$ cat config.mk
export PLATFORM = sky130hd
export DESIGN_NAME = tple_encoder
export DESIGN_NICKNAME = d
export VERILOG_FILES = /design/src/tple_pkg.sv /design/src/tple_encoder.sv /design/src/tple_fifo.sv
export SDC_FILE = /design/constraint.sdc
export NUM_CORES = 1
export LEC_CHECK = 0
export BUFFER_PORTS_ARGS = -buffer_cell sky130_fd_sc_hd__buf_2
export CORE_AREA = 10 10 268 270
export DETAILED_ROUTE_END_ITERATION = 12
export DIE_AREA = 0 0 278 280
export PLACE_DENSITY_LB_ADDON = 0.05
export SYNTH_ARGS = -nofsm -noshare
export SYNTH_HDL_FRONTEND = slang
export SYNTH_SLANG_ARGS = --single-unit
$ cat constraint.sdc
create_clock -name i_mclk -period 3.95 [get_ports i_mclk]
set_input_delay 0.9875 -clock i_mclk [delete_from_list [all_inputs] [get_ports i_mclk]]
set_output_delay 0.9875 -clock i_mclk [all_outputs]
set_load 0.01 [all_outputs]
$ cat src/tple_pkg.sv
package tple_pkg;
  // register byte addresses
  localparam logic [8:0] ADDR_CFG_ZERO = 9'h070;
  localparam logic [8:0] ADDR_CFG_ONE = 9'h071;
  localparam logic [8:0] ADDR_ERR_INS = 9'h073;
  localparam logic [8:0] ADDR_PAT_CFG = 9'h076;
  localparam logic [8:0] ADDR_LOOP_CFG = 9'h077;
  localparam logic [8:0] ADDR_LOOP_PAT = 9'h078;
  localparam logic [8:0] ADDR_CHAN_BASE = 9'h100;
  localparam logic [7:0] RST_BYTE = 8'h00;
  // transmit_config_zero fields
  localparam int CFG0_CAS = 3;
  localparam int CFG0_E1 = 4;
  // transmit_config_one fields
  localparam int CFG1_LC_LSB = 0;
  localparam int CFG1_PDV = 2;
  localparam int CFG1_NRZ = 3;
  // test_pattern_config fields
  localparam int PAT_SEL_LSB = 0;
  localparam int PAT_ZLIM = 2;
  localparam int PAT_FRAMED = 3;
  localparam int PAT_GO = 4;
  // transmit_error_insert fields
  localparam int ERR_LCV = 0;
  localparam int ERR_FRM = 1;
  localparam int ERR_CRC = 2;
  localparam int ERR_ALIGN = 3;
  localparam int ERR_SLIP = 4;
  localparam int ERR_PRBS = 5;
  localparam int ERR_MF = 6;
  localparam int ERR_MAS = 7;
  // loop_code_config fields, then the channel control stuff bit
  localparam int LOOP_GO = 0;
  localparam int LOOP_LEN_LSB = 1;
  localparam int LOOP_UNFR = 3;
  localparam int CHAN_STUFF = 0;
  // line code select values
  localparam logic [1:0] LC_AMI = 2'h0;
  localparam logic [1:0] LC_ZCS = 2'h1;
  localparam logic [1:0] LC_B7ZS = 2'h2;
  localparam logic [1:0] LC_UMC = 2'h3;
  localparam logic [7:0] UMC_CODE = 8'h98;
  // counts
  localparam logic [3:0] ZLIM_SHORT = 4'h8;
  localparam logic [3:0] ZLIM_LONG = 4'hF;
  localparam logic [3:0] HDB3_RUN = 4'h4;
  localparam logic [3:0] B8ZS_RUN = 4'h8;
  localparam logic [3:0] PDV_MAX_ZEROS = 4'hF;
  localparam logic [2:0] LOOP_MIN_LEN = 3'h4;
  localparam logic [2:0] B7ZS_POS = 3'h6;
  localparam logic [4:0] TS_FAS = 5'h00;
  localparam logic [4:0] TS_CAS = 5'h10;
  localparam logic [22:0] PRBS_SEED = 23'h7FFFFF;
  localparam int WIN = 8;
  localparam int FIFO_DEPTH = 8;

  // one line bit with its position markers from the framer
  typedef struct packed {
    logic data;
    logic frame;
    logic crc;
    logic mf;
    logic mas;
    logic mfsync;
    logic [4:0] ts;
    logic [2:0] pos;
  } tple_word_type;

  localparam int WORD_W = $bits(tple_word_type);

  // feedback bit of the selected prbs polynomial
  function automatic logic tple_prbs_fb(input logic [1:0] sel,
                                        input logic [22:0] s);
    logic fb;
    fb = 1'b0;
    unique case (sel)
      2'h0: fb = s[10] ^ s[8];
      2'h1: fb = s[14] ^ s[13];
      2'h2: fb = s[19] ^ s[2];
      2'h3: fb = s[22] ^ s[17];
    endcase
    return fb;
  endfunction
endpackage
$ cat src/tple_encoder.sv
// Function
// - four prbs lengths chosen by two-bit select
// - zero limit: under 8 or under 15 zeros
// - t1 framed: framing bit kept, pattern pauses
// - e1 framed: ts0 and cas ts16 kept
// - written one requests one error, zero ignored; slip bit copies the written value
// - injected errors reach looped back data too, except the prbs request
// - violation request latched until served, self-clears
// - frame and crc requests invert next bit
// - alignment shift deletes, or inserts in e1
// - repeated shifts slip frames through read rate
// - prbs request inverts next generator bit
// - multiframe and cas requests invert next bit
// - t1 loop code repeats 4 to 7 bits
// - two-bit select picks line code for outputs
// - substitution done before crc data tap
// - ami: marks alternate, zeros send no pulse
// - hdb3: 000V or B00V, alternating violations
// - b8zs: eight zeros become 000VB0VB
// - bit 7 stuffing on enabled zero channels
// - umc: zero channel replaced by 10011000
// - density enforcer fills zeros, t1 data only
// - nrz select swaps monitor pins only
`timescale 1ns/1ns
`default_nettype none
module tple_encoder
  import tple_pkg::*;
(
  input wire logic i_mclk,
  input wire logic i_resetn,
  input wire logic [8:0] i_addr,
  input wire logic [7:0] i_wdata,
  input wire logic i_wr,
  input wire logic i_rd,
  output logic [7:0] o_rdata,
  input wire logic i_line_tick,
  input wire tple_word_type i_word,
  input wire logic i_word_valid,
  output logic o_word_ready,
  output logic o_sub_bit,
  output logic o_sub_valid,
  output logic o_line_out_a,
  output logic o_line_out_b,
  output logic o_monitor_positive_rail,
  output logic o_monitor_negative_rail
);
  logic [7:0] cfg0;
  logic [7:0] cfg1;
  logic [7:0] pat_cfg;
  logic [7:0] loop_cfg;
  logic [7:0] loop_pat;
  logic [7:0] err_req;
  logic [7:0] served;
  logic [7:0] chan_ctl [32];
  tple_word_type fifo_word;
  tple_word_type last_word;
  tple_word_type cur;
  tple_word_type a_word;
  tple_word_type out_w;
  tple_word_type win [WIN];
  logic fifo_valid, pop, step, del_pop, ins_now, del_now;
  logic e1, cas, hdb3, b8zs, hold, use_pat, lb_on;
  logic [22:0] lfsr;
  logic [3:0] zrun_pat, zlim_max;
  logic [2:0] lb_idx, lb_top;
  logic prbs_raw, pat_pre, pat_bit, a_bit;
  logic all_zero, chan_zero, zf, b;
  logic [3:0] pdv_zeros;
  logic [WIN-1:0] enc_p, enc_n, next_p, next_n, dly_d, dly_m;
  logic last_pol, next_last, pol, odd_marks, next_odd, lcv_take;
  logic [3:0] enc_zrun, next_zrun;
  logic [1:0] viol_left, next_viol;

  // mode decode
  assign e1 = cfg0[CFG0_E1];
  assign cas = cfg0[CFG0_CAS];
  assign hdb3 = e1 & (cfg1[1:0] != LC_AMI);
  assign b8zs = ~e1 & (cfg1[1:0] == LC_ZCS);

  // byte register writes
  always_ff @(posedge i_mclk or negedge i_resetn) begin
    if (!i_resetn) begin
      cfg0 <= RST_BYTE;
      cfg1 <= RST_BYTE;
      pat_cfg <= RST_BYTE;
      loop_cfg <= RST_BYTE;
      loop_pat <= RST_BYTE;
    end else if (i_wr) begin
      case (i_addr)
        ADDR_CFG_ZERO: cfg0 <= i_wdata;
        ADDR_CFG_ONE: cfg1 <= i_wdata;
        ADDR_PAT_CFG: pat_cfg <= i_wdata;
        ADDR_LOOP_CFG: loop_cfg <= i_wdata;
        ADDR_LOOP_PAT: loop_pat <= i_wdata;
        default: ;
      endcase
    end
  end

  // per-channel control bytes
  always_ff @(posedge i_mclk or negedge i_resetn) begin
    if (!i_resetn) begin
      for (int i = 0; i < 32; i++) begin
        chan_ctl[i] <= RST_BYTE;
      end
    end else if (i_wr && i_addr[8:5] == ADDR_CHAN_BASE[8:5]) begin
      chan_ctl[i_addr[4:0]] <= i_wdata;
    end
  end

  // error requests: a new write wins over a same-cycle serve
  always_ff @(posedge i_mclk or negedge i_resetn) begin
    if (!i_resetn) begin
      err_req <= RST_BYTE;
    end else if (i_wr && i_addr == ADDR_ERR_INS) begin
      err_req <= (err_req & ~served) | i_wdata;
      err_req[ERR_SLIP] <= i_wdata[ERR_SLIP];
    end else begin
      err_req <= err_req & ~served;
    end
  end

  // registered read data
  always_ff @(posedge i_mclk or negedge i_resetn) begin
    if (!i_resetn) begin
      o_rdata <= RST_BYTE;
    end else if (i_rd) begin
      case (i_addr)
        ADDR_CFG_ZERO: o_rdata <= cfg0;
        ADDR_CFG_ONE: o_rdata <= cfg1;
        ADDR_ERR_INS: o_rdata <= err_req;
        ADDR_PAT_CFG: o_rdata <= pat_cfg;
        ADDR_LOOP_CFG: o_rdata <= loop_cfg;
        ADDR_LOOP_PAT: o_rdata <= loop_pat;
        default: begin
          if (i_addr[8:5] == ADDR_CHAN_BASE[8:5]) begin
            o_rdata <= chan_ctl[i_addr[4:0]];
          end else begin
            o_rdata <= RST_BYTE;
          end
        end
      endcase
    end
  end

  // input buffer between framer and line stage
  tple_fifo #(
    .WIDTH(WORD_W),
    .DEPTH(FIFO_DEPTH)
  ) u_fifo (
    .i_mclk(i_mclk),
    .i_resetn(i_resetn),
    .i_in_valid(i_word_valid),
    .i_in_data(i_word),
    .o_in_ready(o_word_ready),
    .o_out_valid(fifo_valid),
    .o_out_data(fifo_word),
    .i_out_ready(pop)
  );

  // alignment shift: t1 or slip 0 deletes, e1 slip 1 inserts
  assign ins_now = err_req[ERR_ALIGN] & e1 & err_req[ERR_SLIP];
  assign del_now = err_req[ERR_ALIGN] & ~ins_now;
  assign step = i_line_tick & (fifo_valid | ins_now);
  assign del_pop = del_now & fifo_valid & ~i_line_tick;
  assign pop = (step & ~ins_now) | del_pop;
  assign cur = ins_now ? last_word : fifo_word;

  // pattern and loop code selection
  assign hold = pat_cfg[PAT_FRAMED] &
                (e1 ? (cur.ts == TS_FAS | (cas & cur.ts == TS_CAS))
                    : cur.frame);
  assign use_pat = pat_cfg[PAT_GO] & ~hold;
  assign lb_on = loop_cfg[LOOP_GO] & ~e1 &
                 (~cur.frame | loop_cfg[LOOP_UNFR]);
  assign lb_top = LOOP_MIN_LEN - 3'h1 + {1'b0, loop_cfg[LOOP_LEN_LSB+:2]};
  assign prbs_raw = tple_prbs_fb(pat_cfg[PAT_SEL_LSB+:2], lfsr);
  assign zlim_max = pat_cfg[PAT_SEL_LSB+1] ? ZLIM_LONG : ZLIM_SHORT;
  assign pat_pre = prbs_raw |
                   (pat_cfg[PAT_ZLIM] & zrun_pat >= zlim_max - 4'h1);
  assign pat_bit = pat_pre ^ err_req[ERR_PRBS];

  // stage a data and error inversions
  always_comb begin
    a_bit = cur.data;
    if (use_pat) begin
      a_bit = pat_bit;
    end
    if (lb_on) begin
      a_bit = loop_pat[lb_idx];
    end
    a_bit = a_bit ^ (cur.frame & err_req[ERR_FRM])
                  ^ (cur.crc & err_req[ERR_CRC])
                  ^ (cur.mf & err_req[ERR_MF])
                  ^ (cur.mas & err_req[ERR_MAS]);
    a_word = cur;
    a_word.data = a_bit;
  end

  // which requests are consumed this cycle
  always_comb begin
    served = 8'h00;
    served[ERR_PRBS] = step & use_pat & ~lb_on;
    served[ERR_FRM] = step & cur.frame;
    served[ERR_CRC] = step & cur.crc;
    served[ERR_MF] = step & cur.mf;
    served[ERR_MAS] = step & cur.mas;
    served[ERR_ALIGN] = (step & ins_now) | del_pop;
    served[ERR_LCV] = step & lcv_take;
  end

  // prbs generator and zero-run tracking
  always_ff @(posedge i_mclk or negedge i_resetn) begin
    if (!i_resetn) begin
      lfsr <= PRBS_SEED;
      zrun_pat <= 4'h0;
    end else if (step & use_pat & ~lb_on) begin
      lfsr <= {lfsr[21:0], prbs_raw};
      zrun_pat <= pat_pre ? 4'h0 : zrun_pat + 4'h1;
    end
  end

  // loop code bit pointer, msb of the code first
  always_ff @(posedge i_mclk or negedge i_resetn) begin
    if (!i_resetn) begin
      lb_idx <= LOOP_MIN_LEN - 3'h1;
    end else if (!loop_cfg[LOOP_GO]) begin
      lb_idx <= lb_top;
    end else if (step & lb_on) begin
      lb_idx <= (lb_idx == 3'h0) ? lb_top : lb_idx - 3'h1;
    end
  end

  // substitution window of eight bits
  always_ff @(posedge i_mclk or negedge i_resetn) begin
    if (!i_resetn) begin
      last_word <= '0;
      for (int i = 0; i < WIN; i++) begin
        win[i] <= '0;
      end
    end else if (step) begin
      last_word <= cur;
      win[0] <= a_word;
      for (int i = 1; i < WIN; i++) begin
        win[i] <= win[i-1];
      end
    end
  end

  // channel zero check and data substitution
  always_comb begin
    out_w = win[WIN-1];
    all_zero = 1'b1;
    for (int i = 0; i < WIN; i++) begin
      if (win[i].data | win[i].frame) begin
        all_zero = 1'b0;
      end
    end
    zf = (out_w.pos == 3'h0) ? all_zero : chan_zero;
    b = out_w.data;
    if (~e1 & ~out_w.frame & zf) begin
      if (cfg1[1:0] == LC_UMC) begin
        b = UMC_CODE[~out_w.pos];
      end
      if (cfg1[1:0] == LC_B7ZS && chan_ctl[out_w.ts][CHAN_STUFF] &&
          out_w.pos == B7ZS_POS) begin
        b = 1'b1;
      end
    end
    if (~e1 & cfg1[CFG1_PDV] & ~out_w.frame &
        pdv_zeros >= PDV_MAX_ZEROS) begin
      b = 1'b1;
    end
  end

  // channel flag and density count, crc data tap
  always_ff @(posedge i_mclk or negedge i_resetn) begin
    if (!i_resetn) begin
      chan_zero <= 1'b0;
      pdv_zeros <= 4'h0;
      o_sub_bit <= 1'b0;
      o_sub_valid <= 1'b0;
    end else begin
      o_sub_valid <= step;
      if (step) begin
        chan_zero <= zf;
        pdv_zeros <= b ? 4'h0 : pdv_zeros + {3'h0, pdv_zeros != 4'hF};
        o_sub_bit <= b;
      end
    end
  end

  // dual-rail encoder with look-back rewrite
  always_comb begin
    next_p = {enc_p[WIN-2:0], 1'b0};
    next_n = {enc_n[WIN-2:0], 1'b0};
    next_last = last_pol;
    next_zrun = enc_zrun;
    next_odd = odd_marks;
    next_viol = viol_left;
    lcv_take = 1'b0;
    pol = ~last_pol;
    if (b) begin
      if (viol_left != 2'h0) begin
        pol = last_pol;
        next_viol = viol_left - 2'h1;
      end else if (err_req[ERR_LCV]) begin
        pol = last_pol;
        lcv_take = 1'b1;
        next_viol = hdb3 ? 2'h1 : 2'h0;
      end
      next_p[0] = pol;
      next_n[0] = ~pol;
      next_last = pol;
      next_zrun = 4'h0;
      next_odd = ~odd_marks;
    end else begin
      next_zrun = enc_zrun + {3'h0, enc_zrun != 4'hF};
      if (hdb3 && next_zrun >= HDB3_RUN) begin
        pol = last_pol;
        if (!odd_marks) begin
          next_p[3] = ~last_pol;
          next_n[3] = last_pol;
          pol = ~last_pol;
        end
        next_p[0] = pol;
        next_n[0] = ~pol;
        next_last = pol;
        next_zrun = 4'h0;
        next_odd = 1'b0;
      end else if (b8zs && next_zrun >= B8ZS_RUN) begin
        next_p[4] = last_pol;
        next_n[4] = ~last_pol;
        next_p[3] = ~last_pol;
        next_n[3] = last_pol;
        next_p[1] = ~last_pol;
        next_n[1] = last_pol;
        next_p[0] = last_pol;
        next_n[0] = ~last_pol;
        next_zrun = 4'h0;
      end
    end
  end

  // encoder state, line pins driven from the top window bits
  always_ff @(posedge i_mclk or negedge i_resetn) begin
    if (!i_resetn) begin
      enc_p <= '0;
      enc_n <= '0;
      dly_d <= '0;
      dly_m <= '0;
      last_pol <= 1'b0;
      enc_zrun <= 4'h0;
      odd_marks <= 1'b0;
      viol_left <= 2'h0;
    end else if (step) begin
      enc_p <= next_p;
      enc_n <= next_n;
      dly_d <= {dly_d[WIN-2:0], b};
      dly_m <= {dly_m[WIN-2:0], out_w.mfsync};
      last_pol <= next_last;
      enc_zrun <= next_zrun;
      odd_marks <= next_odd;
      viol_left <= next_viol;
    end
  end

  // monitor pair: dual rail or nrz plus multiframe sync
  always_ff @(posedge i_mclk or negedge i_resetn) begin
    if (!i_resetn) begin
      o_monitor_positive_rail <= 1'b0;
      o_monitor_negative_rail <= 1'b0;
    end else if (step) begin
      o_monitor_positive_rail <= cfg1[CFG1_NRZ] ? dly_d[WIN-2]
                                                : next_p[WIN-1];
      o_monitor_negative_rail <= cfg1[CFG1_NRZ] ? dly_m[WIN-2]
                                                : next_n[WIN-1];
    end
  end

  assign o_line_out_a = enc_p[WIN-1];
  assign o_line_out_b = enc_n[WIN-1];

  a_prbs_err_once:
  assert property (@(posedge i_mclk) disable iff (!i_resetn)
    step & use_pat & ~lb_on & err_req[ERR_PRBS] & ~i_wr
    |=> !err_req[ERR_PRBS]) else $error("prbs error not cleared");

  a_frame_err_once:
  assert property (@(posedge i_mclk) disable iff (!i_resetn)
    step & cur.frame & err_req[ERR_FRM] & ~i_wr
    |=> !err_req[ERR_FRM]) else $error("frame error not cleared");

  a_frame_pause:
  assert property (@(posedge i_mclk) disable iff (!i_resetn)
    step & ~e1 & pat_cfg[PAT_FRAMED] & cur.frame & ~i_wr
    |=> $stable(lfsr)) else $error("pattern ran over framing bit");

  a_stopped_idle:
  assert property (@(posedge i_mclk) disable iff (!i_resetn)
    !pat_cfg[PAT_GO] |=> $stable(lfsr)) else $error("generator ran");

  a_zero_limit_run:
  assert property (@(posedge i_mclk) disable iff (!i_resetn)
    step & use_pat & ~lb_on & pat_cfg[PAT_ZLIM] &
    zrun_pat == zlim_max - 4'h1 |=> zrun_pat == 4'h0)
    else $error("zero run too long");

  a_hdb3_run:
  assert property (@(posedge i_mclk) disable iff (!i_resetn)
    step & hdb3 |=> enc_zrun < HDB3_RUN) else $error("hdb3 run");

  a_b8zs_run:
  assert property (@(posedge i_mclk) disable iff (!i_resetn)
    step & b8zs |=> enc_zrun < B8ZS_RUN) else $error("b8zs run");

  a_pdv_fill:
  assert property (@(posedge i_mclk) disable iff (!i_resetn)
    step & ~e1 & cfg1[CFG1_PDV] & ~out_w.frame &
    pdv_zeros >= PDV_MAX_ZEROS |=> pdv_zeros == 4'h0)
    else $error("density not enforced");

  a_rails_excl:
  assert property (@(posedge i_mclk) disable iff (!i_resetn)
    !(o_line_out_a & o_line_out_b)) else $error("both rails high");
endmodule // tple_encoder
`default_nettype wire

$ cat src/tple_fifo.sv
`timescale 1ns/1ns
`default_nettype none
module tple_fifo #(
  parameter int WIDTH = 13,
  parameter int DEPTH = 8
) (
  input wire logic i_mclk,
  input wire logic i_resetn,
  input wire logic i_in_valid,
  input wire logic [WIDTH-1:0] i_in_data,
  output logic o_in_ready,
  output logic o_out_valid,
  output logic [WIDTH-1:0] o_out_data,
  input wire logic i_out_ready
);
  localparam int AW = $clog2(DEPTH);
  localparam logic [AW:0] FULL = (AW + 1)'(DEPTH);

  logic [WIDTH-1:0] mem [DEPTH];
  logic [AW-1:0] wp;
  logic [AW-1:0] rp;
  logic [AW:0] cnt;
  logic push;
  logic pop;

  // handshakes and head word
  assign o_in_ready = cnt != FULL;
  assign o_out_valid = cnt != '0;
  assign o_out_data = mem[rp];
  assign push = i_in_valid & o_in_ready;
  assign pop = o_out_valid & i_out_ready;

  // storage, no reset needed
  always_ff @(posedge i_mclk) begin
    if (push) begin
      mem[wp] <= i_in_data;
    end
  end

  // pointers and fill level
  always_ff @(posedge i_mclk or negedge i_resetn) begin
    if (!i_resetn) begin
      wp <= '0;
      rp <= '0;
      cnt <= '0;
    end else begin
      if (push) begin
        wp <= wp + AW'(1);
      end
      if (pop) begin
        rp <= rp + AW'(1);
      end
      cnt <= cnt + (AW + 1)'(push) - (AW + 1)'(pop);
    end
  end
endmodule // tple_fifo
`default_nettype wire

---- Yosys cells after proc, flatten, opt, wreduce, memory -nomap -nowiden ----
Memories as Yosys holds them, arrays and structs flattened.
Cells that the tools add are included.
word-level totals
  word-level logic and storage cells ...... 325
  memory bits (writable) .................. 112
  flip-flop bits (word level) ............. 491
  output and inout bits ................... 15
  input bits .............................. 37
  ROM bits ................................ 8
  memories kept ........................... 2
memories
  memory            depth  bits a word  read ports  clocked after Yosys merged registers in  wr ports  line                 source
  u_fifo.mem        8      14           1           0                                        1         tple_fifo.sv:19      logic [WIDTH-1:0] mem [DEPTH];
  (name not given)  8      1            1           0                                        0         tple_encoder.sv:263  b = UMC_CODE[~out_w.pos];
cells by class
  multiplexer cells ....................... 82
  equal/unequal tests ..................... 19
  reduce and logical (&&, ||, !) cells .... 24
  $lt $le $gt $ge ......................... 9
  $add $sub $neg .......................... 11
  bitwise logic cells ..................... 75
operators by type and width
  kind                  count
  $bwmux W256           1
  $bmux W8 S5           2
  $eq A9 B7 Y1 const B  6
  $mux W1               52
  $pmux W8 S6           1
  $demux W8 S5          1
  $mux W8               5
  $and A1 B1 Y1         35
  $mux W4               5
  $mux W2               8
  $mux W14              1
  $or A1 B1 Y1          14
  $reduce_and A2 Y1     7
  $add A4 B1 Y4         3
  $ge A6 B6 Y1 const B  2
  $mux W3               4
  $ne A4 B4 Y1 const B  3
  $not A5 Y6            2
  $not A1 Y1            11
  $xor A1 B1 Y1         9
  $and A8 B8 Y8         1
  $eq A2 B2 Y1 const B  4
  $ge A4 B4 Y1 const B  2
  $lt A3 B4 Y1 const B  2
  other kinds (27)      39

---- Depth between registers and ports, before layout ----
Gate-level depths: netlist of the first run.
  depth in word-level cells ............... 19
  mapped depth ............................ 11
  depth with buffers taken out ............ 9

---- Cells and area by module ----
Synthesis of the first run repeated with hierarchy kept, for this count alone.
unflattened totals
  cell total of the unflattened synthesis .. 1897
  area total of the unflattened synthesis .. 26439.1 sq um
by module, submodules not included
  module        area an instance (sq um)  times used  cells each
  tple_encoder  21649.5                   1           1681
  tple_fifo     4789.6                    1           216

---- Worst setup path before layout of the first run ----
No wires, ideal clock.
  path kind ............................... input -> register
  start point ............................. input port i_addr[0]
  end point ............................... register o_rdata[5]
  arrival ................................. 3.255 ns
  library setup time ...................... 0.126 ns
  slack ................................... 0.569 ns
  stages .................................. 7
  path buffers ............................ 3
  path through ............................ buf_2 -> buf_2 -> buf_1 -> mux4_2 -> a221oi_1 -> a31oi_1 -> o32a_1
on the way
  cells in the longest elaborated chain, start to end .. 6
ends and longest elaborated chain
  what                                         line                 source
  start: declaration                           tple_encoder.sv:31   input wire logic [8:0] i_addr,
  $not A5 Y6 (implied by the code)             tple_encoder.sv:137  o_rdata <= chan_ctl[i_addr[4:0]];
  $bmux W8 S5                                  tple_encoder.sv:137
  $mux W8 (implied by the code) (2 in series)  tple_encoder.sv:137
  $mux W8                                      tple_encoder.sv:136  if (i_addr[8:5] == ADDR_CHAN_BASE[8:5]) begin
  $pmux W8 S6 (*)                              tple_encoder.sv:128  case (i_addr)
  end signal: assignment                       tple_encoder.sv:129  ADDR_CFG_ZERO: o_rdata <= cfg0;
  end signal: assignment                       tple_encoder.sv:130  ADDR_CFG_ONE: o_rdata <= cfg1;
  end signal: assignment                       tple_encoder.sv:137
  end: declaration                             tple_encoder.sv:35   output logic [7:0] o_rdata,
Mark *: on every way between the ends. The rest lies on a longest branch, timed or not. The select of a mux whose other input is x is not followed.
A chain may end at the register's enable or synchronous reset.

---- Worst setup path in the final report of the first run ----
  start point ............................. register win (netlist bit out_w[3])
  end point ............................... register enc_p[1]
on the way
  cells in the longest elaborated chain, start to end .. 10
ends and longest elaborated chain
  what                                         line                 source
  start: declaration                           tple_encoder.sv:60   tple_word_type win [WIN];
  start signal: indexed assignment             tple_encoder.sv:245  win[i] <= win[i-1];
  $not A5 Y6 (implied by the code)             tple_encoder.sv:265  if (cfg1[1:0] == LC_B7ZS && chan_ctl[out_w.ts][CHAN_STUFF] &&
  $bmux W8 S5                                  tple_encoder.sv:265
  $mux W1 (implied by the code) (2 in series)  tple_encoder.sv:265
  $logic_and A1 B1 Y1 (2 in series)            tple_encoder.sv:265
  $mux W1                                      tple_encoder.sv:265
  $mux W1                                      tple_encoder.sv:261  if (~e1 & ~out_w.frame & zf) begin
  $mux W1                                      tple_encoder.sv:270  if (~e1 & cfg1[CFG1_PDV] & ~out_w.frame &
  $mux W1                                      tple_encoder.sv:303  if (b) begin
  end signal: assignment                       tple_encoder.sv:357  enc_p <= next_p;
  end: declaration                             tple_encoder.sv:69   logic [WIN-1:0] enc_p, enc_n, next_p, next_n, dly_d, dly_m;
Every way passes these cells. The select of a mux whose other input is x is not followed.

==> results of run 1 <==
## stage by stage
step | hold WS (ns) | instance area, um2 | std cells | setup WS (ns)
final | 0.426 | 30100 | 2913 | 0.434
after global placement | 0.448 | 27800 | 2784 | 0.396
after detailed placement | 0.450 | 27800 | 2784 | 0.373
after CTS | 0.450 | 30100 | 2910 | 0.401
after global routing | 0.482 | 30100 | 2910 | 0.195
after floorplan | 0.431 | 26400 | 1925 | 0.569
## cell type report
class                   instances  share of cell area (%)
multi-input cells            1182                    33.9
flip-flops and latches        602                    52.0
diodes                          3                  0.0249
repair buffers                 99                    2.46
well taps                     873                    3.63
inverters                      28                   0.357
clock buffers                  96                    6.37
clock inverters                30                    1.24
## kinds of logic (layout without fill, tap and decap cells)
logic type / Yosys count / count (layout) / share of synthesized area (%)
DFF: 602 / 602 / 59.3
and+or+nand+nor: 536 / 536 / 8.43
muxes: 472 / 472 / 25.0
buffers and inverters: 141 / 253 / 2.12
AOI/OAI and AO/OA: 137 / 137 / 3.67
adders and majority gates: 21 / 21 / 1.02
xor gates and xnor gates: 16 / 16 / 0.531
other: 0 / 3 / 0
## critical path, cell delays in order (launching register included)
cell and delay (ns):
dfrtp_1 0.77, mux4_2 0.64, mux4_2 0.49, mux2_2 0.33, a211oi_2 0.37, nor2_1 0.07
buf_4 0.21, or3_1 0.38, a31oi_1 0.16
## power by group through the flow
stage | clock network [mW] | registers [mW] | logic [mW]
finish | 6.43 | 8.04 | 2.84
global route | 6.88 | 8.19 | 3.25
CTS | 6.63 | 8.06 | 2.91
detailed placement | 0 | 8.17 | 2.90
global placement | 0 | 8.14 | 2.84
floorplan | 0 | 7.83 | 2.20
## sequential cells by signal, indices dropped and copies added, names as in the netlist, 7 cells and up
register,cells
dly_d,7
dly_m,7
chan_ctl,256
enc_n,8
win,77
err_req,8
cfg0,8
loop_pat,8
loop_cfg,8
u_fifo.mem,112
lfsr,23
o_rdata,8
pat_cfg,8
enc_p,8
cfg1,8
out_w,11
## cell usage in the layout, fill, tap and decap left out, types with 21 or more instances in the layout
cell type	synthesis	layout
edfxtp_1	112	112
dfstp_2	25	25
inv_1	27	26
buf_4	1	40
mux2i_1	21	21
nand2_1	396	396
mux4_2	116	116
dfrtp_1	465	464
buf_2	9	49
clkbuf_16	0	69
nor2_1	45	45
o21ai_0	37	37
mux2_2	335	335
## final timing paths
kind / startpoint / to / slack [ns] / cells after the start
setup / recovery: out_w[3]$_DFFE_PN0P_ / enc_p[1]$_DFFE_PN0P_ / 0.43 / 8
hold reg to reg: win[33]$_DFFE_PN0P_ / win[19]$_DFFE_PN0P_ / 0.46 / 2
max in group asynchronous: i_resetn / u_fifo.rp[0]$_DFFE_PN0P_ / 2.45 / 2
hold / removal: i_resetn / chan_ctl[20]$_DFFE_PN0P_ / 0.43 / 1
setup reg to reg: out_w[3]$_DFFE_PN0P_ / enc_p[1]$_DFFE_PN0P_ / 0.43 / 8
min in group i_mclk: win[33]$_DFFE_PN0P_ / win[19]$_DFFE_PN0P_ / 0.46 / 2
## per-layer routing
layer	wire, um	part of all wire (%)	vias up	GRT usage, %
met5	18	0.028	-	0
met3	2630	4.1	93	2.83
met1	30900	49	8109	24.1
li1	-	-	7057	-
met2	28700	45	253	24.8
met4	1330	2.1	2	4.88
==> results.cfg, run 1 <==
[sta]
rsz0062_at_grt = false
finalClockSkew_ns = 0.0187
slew_violations = 0
finalHoldViolCount = 0
setup_tns_ns = 0
setup_viol = 0
fmax_ghz = 0.284
tightest_slew_ns = 0.968
period_needed_ns = 3.52
min_period_over_period_pct = 89.0
slew_headroom_pct = 35.5

[cts]
cts.sinks = 602
htreeDepth = 3
path_clk_slew_ns = 0.06
cts_root_buffer = clkbuf_16
tritoncts = built
clock_path_buffers = 3
ctsHoldBuffers = 0
post_cts_buffers = 0
clock_latency_ns = 0.61
cts_buffers = 69
cts_resized = 0

[power_and_ir_drop]
p_clk_share_pct = 37.2
p_switching_mw = 4.88
leakage_nw = 13.8
combPwrFrac_pct = 16.4
p_int_mw = 12.4
seqPwrFrac_pct = 46.4
power_mw = 17.3
p_sw_share_pct = 28.2
p_per_area_mw_per_mm2 = 574
ir_drop_uv = 354

[worst_setup_path]
arrival_ns = 4.04
cp-start-kind = register
crit_fanout = 20
endpoint_kind = register
cp.required_ns = 4.47
critPathKind = reg -> reg

[grt]
grt_antenna_before_repair = 5
grt_max_degree = 97
grt_pass1_vias = 16400
grt_usage_pct = 16.5
grt_overflow = 0
grt_pass1_wl_um = 101000

[place]
place.gp.congestion = 0.767
dp_hpwl_um = 40500
port_buffers = 51

[synthesis]
yosys_register_bits = 602
ys.flop_type = dfrtp_1
synth_edf_count = 112
synthTopCellsByCount = dfrtp_1 (465), nand2_1 (396), mux2_2 (335), mux4_2 (116), edfxtp_1 (112)
syn_area_per_cell_um2 = 13.7
yosysWarnings = 0
syn-num-nets = 1983
synth_cell_types = 65
ys_seq_area_share_pct = 59.3
synthTopCellsByArea = dfrtp_1 (44%), mux2_2 (14%), edfxtp_1 (13%)
async_reset_ff_share_pct = 81.4
yosysMostFrequentCell = dfrtp_1
postSynthCellCount = 1925
syn_area_mm2 = 0.0264
yosysTopAreaCell = dfrtp_1
synth.top_cell.area_share_pct = 44.0

[drt]
wl_per_cell_um = 21.9
drt_first_pass_iters = 5
viasPerCell = 5.33
drcViolationCount = 0
first_iter_violations = 1140
vias = 15500
drtAntennaViolNets = 0
drt_wl_total_um = 63700

[flow_run]
drv_cap = 0

[finish]
drive_gt1_share_pct = 34.7
multi_input_area_mm2 = 0.0102
num-nets-final = 2040
fin_util_pct = 45.3
nFillCells = 6057
seq_area_mm2 = 0.0157
syn2layout_area_growth_pct = 14.0

[floorplan]
rows = 95
ioPinCount = 52
fp.dieW_um = 278
die_h_um = 280
coreArea_mm2 = 0.0666
initial_core_util_pct = 39.7
die_area_mm2 = 0.0778

[worst_hold_path]
hold_path.class = in -> async

[run_status]
status = finished clean
Note: power is estimated with default switching activity, not from simulation.
==> inputs of run 2 (changes only) <==
--- a/config.mk
+++ b/config.mk
@@ -6,9 +6,9 @@
 export NUM_CORES = 1
 export LEC_CHECK = 0
 export BUFFER_PORTS_ARGS = -buffer_cell sky130_fd_sc_hd__buf_2
-export CORE_AREA = 10 10 268 270
+export CORE_AREA = 10 10 254 256
 export DETAILED_ROUTE_END_ITERATION = 12
-export DIE_AREA = 0 0 278 280
+export DIE_AREA = 0 0 264 266
 export PLACE_DENSITY_LB_ADDON = 0.05
 export SYNTH_ARGS = -nofsm -noshare
 export SYNTH_HDL_FRONTEND = slang
==> results.cfg, run 2 (synthesis gave the netlist of run 1 again) <==
[sta]
period_needed_ns = 3.51
finalClockSkew_ns = 0.0244
fmax_ghz = 0.285
setup_tns_ns = 0
slew_headroom_pct = 27.2
setup_viol = 0
slew_violations = 0
min_period_over_period_pct = 88.9
fin_hold_ws_ns = 0.407
finalHoldViolCount = 0
tightest_slew_ns = 1.08
rsz0062_at_grt = false

[power_and_ir_drop]
p_per_area_mw_per_mm2 = 575
ir_drop_uv = 396
leakage_nw = 13.9

[worst_setup_path]
critPathTopFamily = multiplexers
slowest_delay_ns = 0.73
cp-start-kind = register
critPathKind = reg -> reg
r2r-start = out_w[3]$_DFFE_PN0P_
endpoint_kind = register
cp.required_ns = 4.47
critPathSlowestCell = dfrtp_1
cp_num_buf_inv = 0
worst-r2r-setup-slack_ns = 0.44
crit_fanout = 14
critPathMostFrequentCell = mux4_2
r2r_cells = 7
arrival_ns = 4.03
path_cells = mux4_2 > mux4_2 > mux2_2 > a211oi_2 > nor2_1 > or3_1 > a31oi_1
r2r-end = enc_p[1]$_DFFE_PN0P_

[finish]
num-nets-final = 2049
drive_gt1_share_pct = 34.8
syn2layout_area_growth_pct = 14.2
largest_register_ffs = 256
regMostFlops = chan_ctl
n_antenna_cell = 0
final_cell_mix = dfrtp_1 (464), nand2_1 (396), mux2_2 (335)
mostFrequentLayoutCell = dfrtp_1
nFillCells = 5282
reg_top3 = chan_ctl x256, u_fifo.mem x112, win x77

[grt]
grt_pass1_vias = 16200
grtUsageMet1_pct = 25.3
grt_max_degree = 98
grt_antenna_before_repair = 3
grt_use_met3_pct = 2.81
grt_pass1_wl_um = 97500
grt_util_met2_pct = 27.4
grt_overflow = 0
top_usage_layer = met2
grt_usage_pct = 17.7

[cts]
cts_buffers = 69
cts_resized = 0
clock_latency_ns = 0.61
tritoncts = built
post_cts_buffers = 0
cts.sinks = 602
cts_root_buffer = clkbuf_16
path_clk_slew_ns = 0.06
htreeDepth = 3
clock_path_buffers = 3
ctsHoldBuffers = 0

[floorplan]
fp.dieW_um = 264
coreArea_mm2 = 0.0597
rows = 90
die_area_mm2 = 0.0702
die_h_um = 266
ioPinCount = 52
initial_core_util_pct = 44.3

[drt]
first_iter_violations = 1036
drtAntennaViolNets = 0
vias = 15600
wl_per_cell_um = 21.9
drt_wl_total_um = 61900
drt_first_pass_iters = 5
viasPerCell = 5.51
drcViolationCount = 0

[place]
place.gp.congestion = 0.841
port_buffers = 51
dp_hpwl_um = 39800

[worst_hold_path]
hold_path.class = in -> async

[flow_run]
drv_cap = 0

[run_status]
status = finished clean
[run 2: power by group]
part	switching [mW]	internal, mW	total (mW)
combinational	1.52	1.29	2.81
clock	2.58	3.91	6.50
sequential	0.729	7.32	8.05
[run 2: through the flow]
step / total power [mW] / util [%] / std cells / setup WS (ns) / area (um2)
floorplan: 10.0 / - / 1925 / 0.569 / 26400
global placement: 10.9 / 46.6 / 2702 / 0.427 / 27800
detailed placement: 11.0 / 46.6 / 2702 / 0.384 / 27800
CTS: 17.7 / 50.6 / 2829 / 0.359 / 30200
global route: 18.3 / 50.6 / 2829 / 0.231 / 30200
finish: 17.4 / 50.6 / 2829 / 0.440 / 30200
[run 2: cell type report]
| type | instances | area [um2] | area share (%) |
|---|---|---|---|
| clock buffer | 106 | 2040 | 6.75 |
| clock inverter | 21 | 298 | 0.987 |
| inverter | 28 | 108 | 0.357 |
| multi-input combinational | 1182 | 10200 | 33.9 |
| sequential | 602 | 15700 | 51.9 |
| tap | 782 | 978 | 3.24 |
| timing repair buffer | 108 | 858 | 2.84 |
[run 2: worst max-delay path by stage]
| stage | start | to | slack, ns | cells after the start |
|---|---|---|---|---|
| 5_1_grt | out_w[3]$_DFFE_PN0P_ | enc_p[1]$_DFFE_PN0P_ | 0.23 | 7 |
| 2_1_floorplan | i_addr[0] | o_rdata[5]$_DFFE_PN0P_ | 0.57 | 7 |
| 6_report | out_w[3]$_DFFE_PN0P_ | enc_p[1]$_DFFE_PN0P_ | 0.44 | 7 |
| 3_5_place_dp | out_w[3]$_DFFE_PN0P_ | enc_p[1]$_DFFE_PN0P_ | 0.38 | 7 |
| 3_3_place_gp | i_addr[0] | o_rdata[7]$_DFFE_PN0P_ | 0.43 | 8 |
| 4_1_cts | out_w[3]$_DFFE_PN0P_ | enc_p[1]$_DFFE_PN0P_ | 0.36 | 7 |
[run 2: per-layer routing]
metal / up-vias / wire length, um / share of wire [%]
met1: 8147 / 29400 / 48
met3: 84 / 2560 / 4.1
met4: 2 / 1310 / 2.1
met5: - / 7 / 0.011
met2: 271 / 28600 / 46
li1: 7074 / - / -
==> inputs of run 3 (changes only) <==
--- a/config.mk
+++ b/config.mk
@@ -10,6 +10,7 @@
 export DETAILED_ROUTE_END_ITERATION = 12
 export DIE_AREA = 0 0 264 266
 export PLACE_DENSITY_LB_ADDON = 0.05
+export RECOVER_POWER = 100
 export SYNTH_ARGS = -nofsm -noshare
 export SYNTH_HDL_FRONTEND = slang
 export SYNTH_SLANG_ARGS = --single-unit
==> results.cfg, run 3 (synthesis gave the netlist of run 1 again) <==
[run_status]
status = finished with violations
violations = capacitance limit, slew limit

[drt]
wl_per_cell_um = 21.9
drcViolationCount = 0
viasPerCell = 5.52
first_iter_violations = 996
drtAntennaViolNets = 0
drt_first_pass_iters = 5
vias = 15600
drt_wl_total_um = 62000

[sta]
slew_violations = 80
setup_viol = 0
finalClockSkew_ns = 0.0241
tightest_slew_ns = 2.37
setup_ws_ns = 0.380
setup_tns_ns = 0
fmax_ghz = 0.280
finalHoldViolCount = 0
rsz0062_at_grt = false
period_needed_ns = 3.57
slew_headroom_pct = -57.7
min_period_over_period_pct = 90.4

[grt]
grt_util_met2_pct = 27.4
grt_usage_pct = 17.7
grt_max_degree = 98
grt_pass1_wl_um = 97500
grtUsageMet1_pct = 25.3
top_usage_layer = met2
grt_overflow = 0
grt_use_met3_pct = 2.81
grt_pass1_vias = 16200
grt_antenna_before_repair = 2

[cts]
cts_root_buffer = clkbuf_16
tritoncts = built
cts_buffers = 69
path_clk_slew_ns = 0.06
htreeDepth = 3
cts.sinks = 602
clock_path_buffers = 3
cts_resized = 0
post_cts_buffers = 0
ctsHoldBuffers = 0
clock_latency_ns = 0.61

[floorplan]
rows = 90
coreArea_mm2 = 0.0597
die_area_mm2 = 0.0702
die_h_um = 266
ioPinCount = 52
initial_core_util_pct = 44.3
fp.dieW_um = 264

[worst_setup_path]
critPathSlowestCell = dfrtp_1
critPathMostFrequentCell = mux4_2
crit_fanout = 14
slowest_delay_ns = 0.72
critPathTopFamily = multiplexers
cp.required_ns = 4.46
path_cells = mux4_2 > mux4_2 > mux2_1 > a211oi_2 > nor2_1 > or3_1 > a31oi_1
worst-r2r-setup-slack_ns = 0.38
endpoint_kind = register
cp-start-kind = register
cp_num_buf_inv = 0
arrival_ns = 4.08
critPathKind = reg -> reg

[finish]
mostFrequentLayoutCell = dfrtp_1
multi_input_area_mm2 = 0.0102
reg_top3 = chan_ctl x256, u_fifo.mem x112, win x77
drive_gt1_share_pct = 31.7
nFillCells = 5336
final_cell_mix = dfrtp_1 (465), nand2_1 (404), mux2_2 (332)
largest_register_ffs = 256
seq_area_mm2 = 0.0157
syn2layout_area_growth_pct = 13.3
regMostFlops = chan_ctl
finalNonFillerCells = 2830
fin_util_pct = 50.2
num-nets-final = 2049

[power_and_ir_drop]
ir_drop_uv = 395
p_per_area_mw_per_mm2 = 578
leakage_nw = 13.7
power_mw = 17.3

[place]
place_inst = 2702
place.gp.congestion = 0.841
pre_cts_slack_ns = 0.384
dp_hpwl_um = 39800
port_buffers = 51

[worst_hold_path]
hold_path.class = reg -> reg

[flow_run]
drv_cap = 2
[run 3: cell count changes in the layout (fill, tap and decap cells not counted), sizes merged]
| cell | previous run | this run |
|---|---|---|
| buf | 108 | 49 |
| clkbuf | 106 | 165 |
| diode | 0 | 1 |
[run 3: through the flow]
step                      instance area (um2)  hold slack (ns)
after floorplan                         26400            0.431
after global placement                  27800            0.446
after detailed placement                27800            0.452
after CTS                               30200            0.418
after global routing                    29900            0.489
final                                   29900            0.459
[run 3: where the power goes]
group	internal [mW]	leakage (nW)	switching [mW]
Combinational	1.25	5.04	1.52
Clock	3.91	1.14	2.58
Sequential	7.32	7.54	0.726
Total	12.5	13.7	4.82
[run 3: layout make-up]
type | instances | area share [%]
multi-input cells | 1182 | 34.0
repair buffers | 108 | 2.22
well taps | 782 | 3.27
clock inverters | 21 | 0.995
flip-flops and latches | 602 | 52.3
diodes | 1 | 0.00836
clock buffers | 106 | 6.81
inverters | 28 | 0.359
[run 3: layer usage]
metal  vias to the layer above  wire (um)
met5                         -          0
met4                         0       1300
met3                        80       2780
met2                       296      28700
met1                      8180      29200
li1                       7076          -
[run 3: final timing paths]
check | start | end | cells past startpoint
max in group asynchronous | i_resetn | win[46]$_DFFE_PN0P_ | 3
worst min register to register | dly_m[5]$_DFFE_PN0P_ | dly_m[6]$_DFFE_PN0P_ | 2
worst max-delay path | out_w[3]$_DFFE_PN0P_ | enc_p[1]$_DFFE_PN0P_ | 7
min in group asynchronous | i_resetn | chan_ctl[18]$_DFFE_PN0P_ | 1
worst min-delay path | dly_m[5]$_DFFE_PN0P_ | dly_m[6]$_DFFE_PN0P_ | 2
worst max register to register | out_w[3]$_DFFE_PN0P_ | enc_p[1]$_DFFE_PN0P_ | 7
[run 3: tightest hold or removal path, stage by stage (launching register included)]
cell     delay (ns)
dfrtp_1        0.34
nand2_1        0.05
nand2_1        0.05
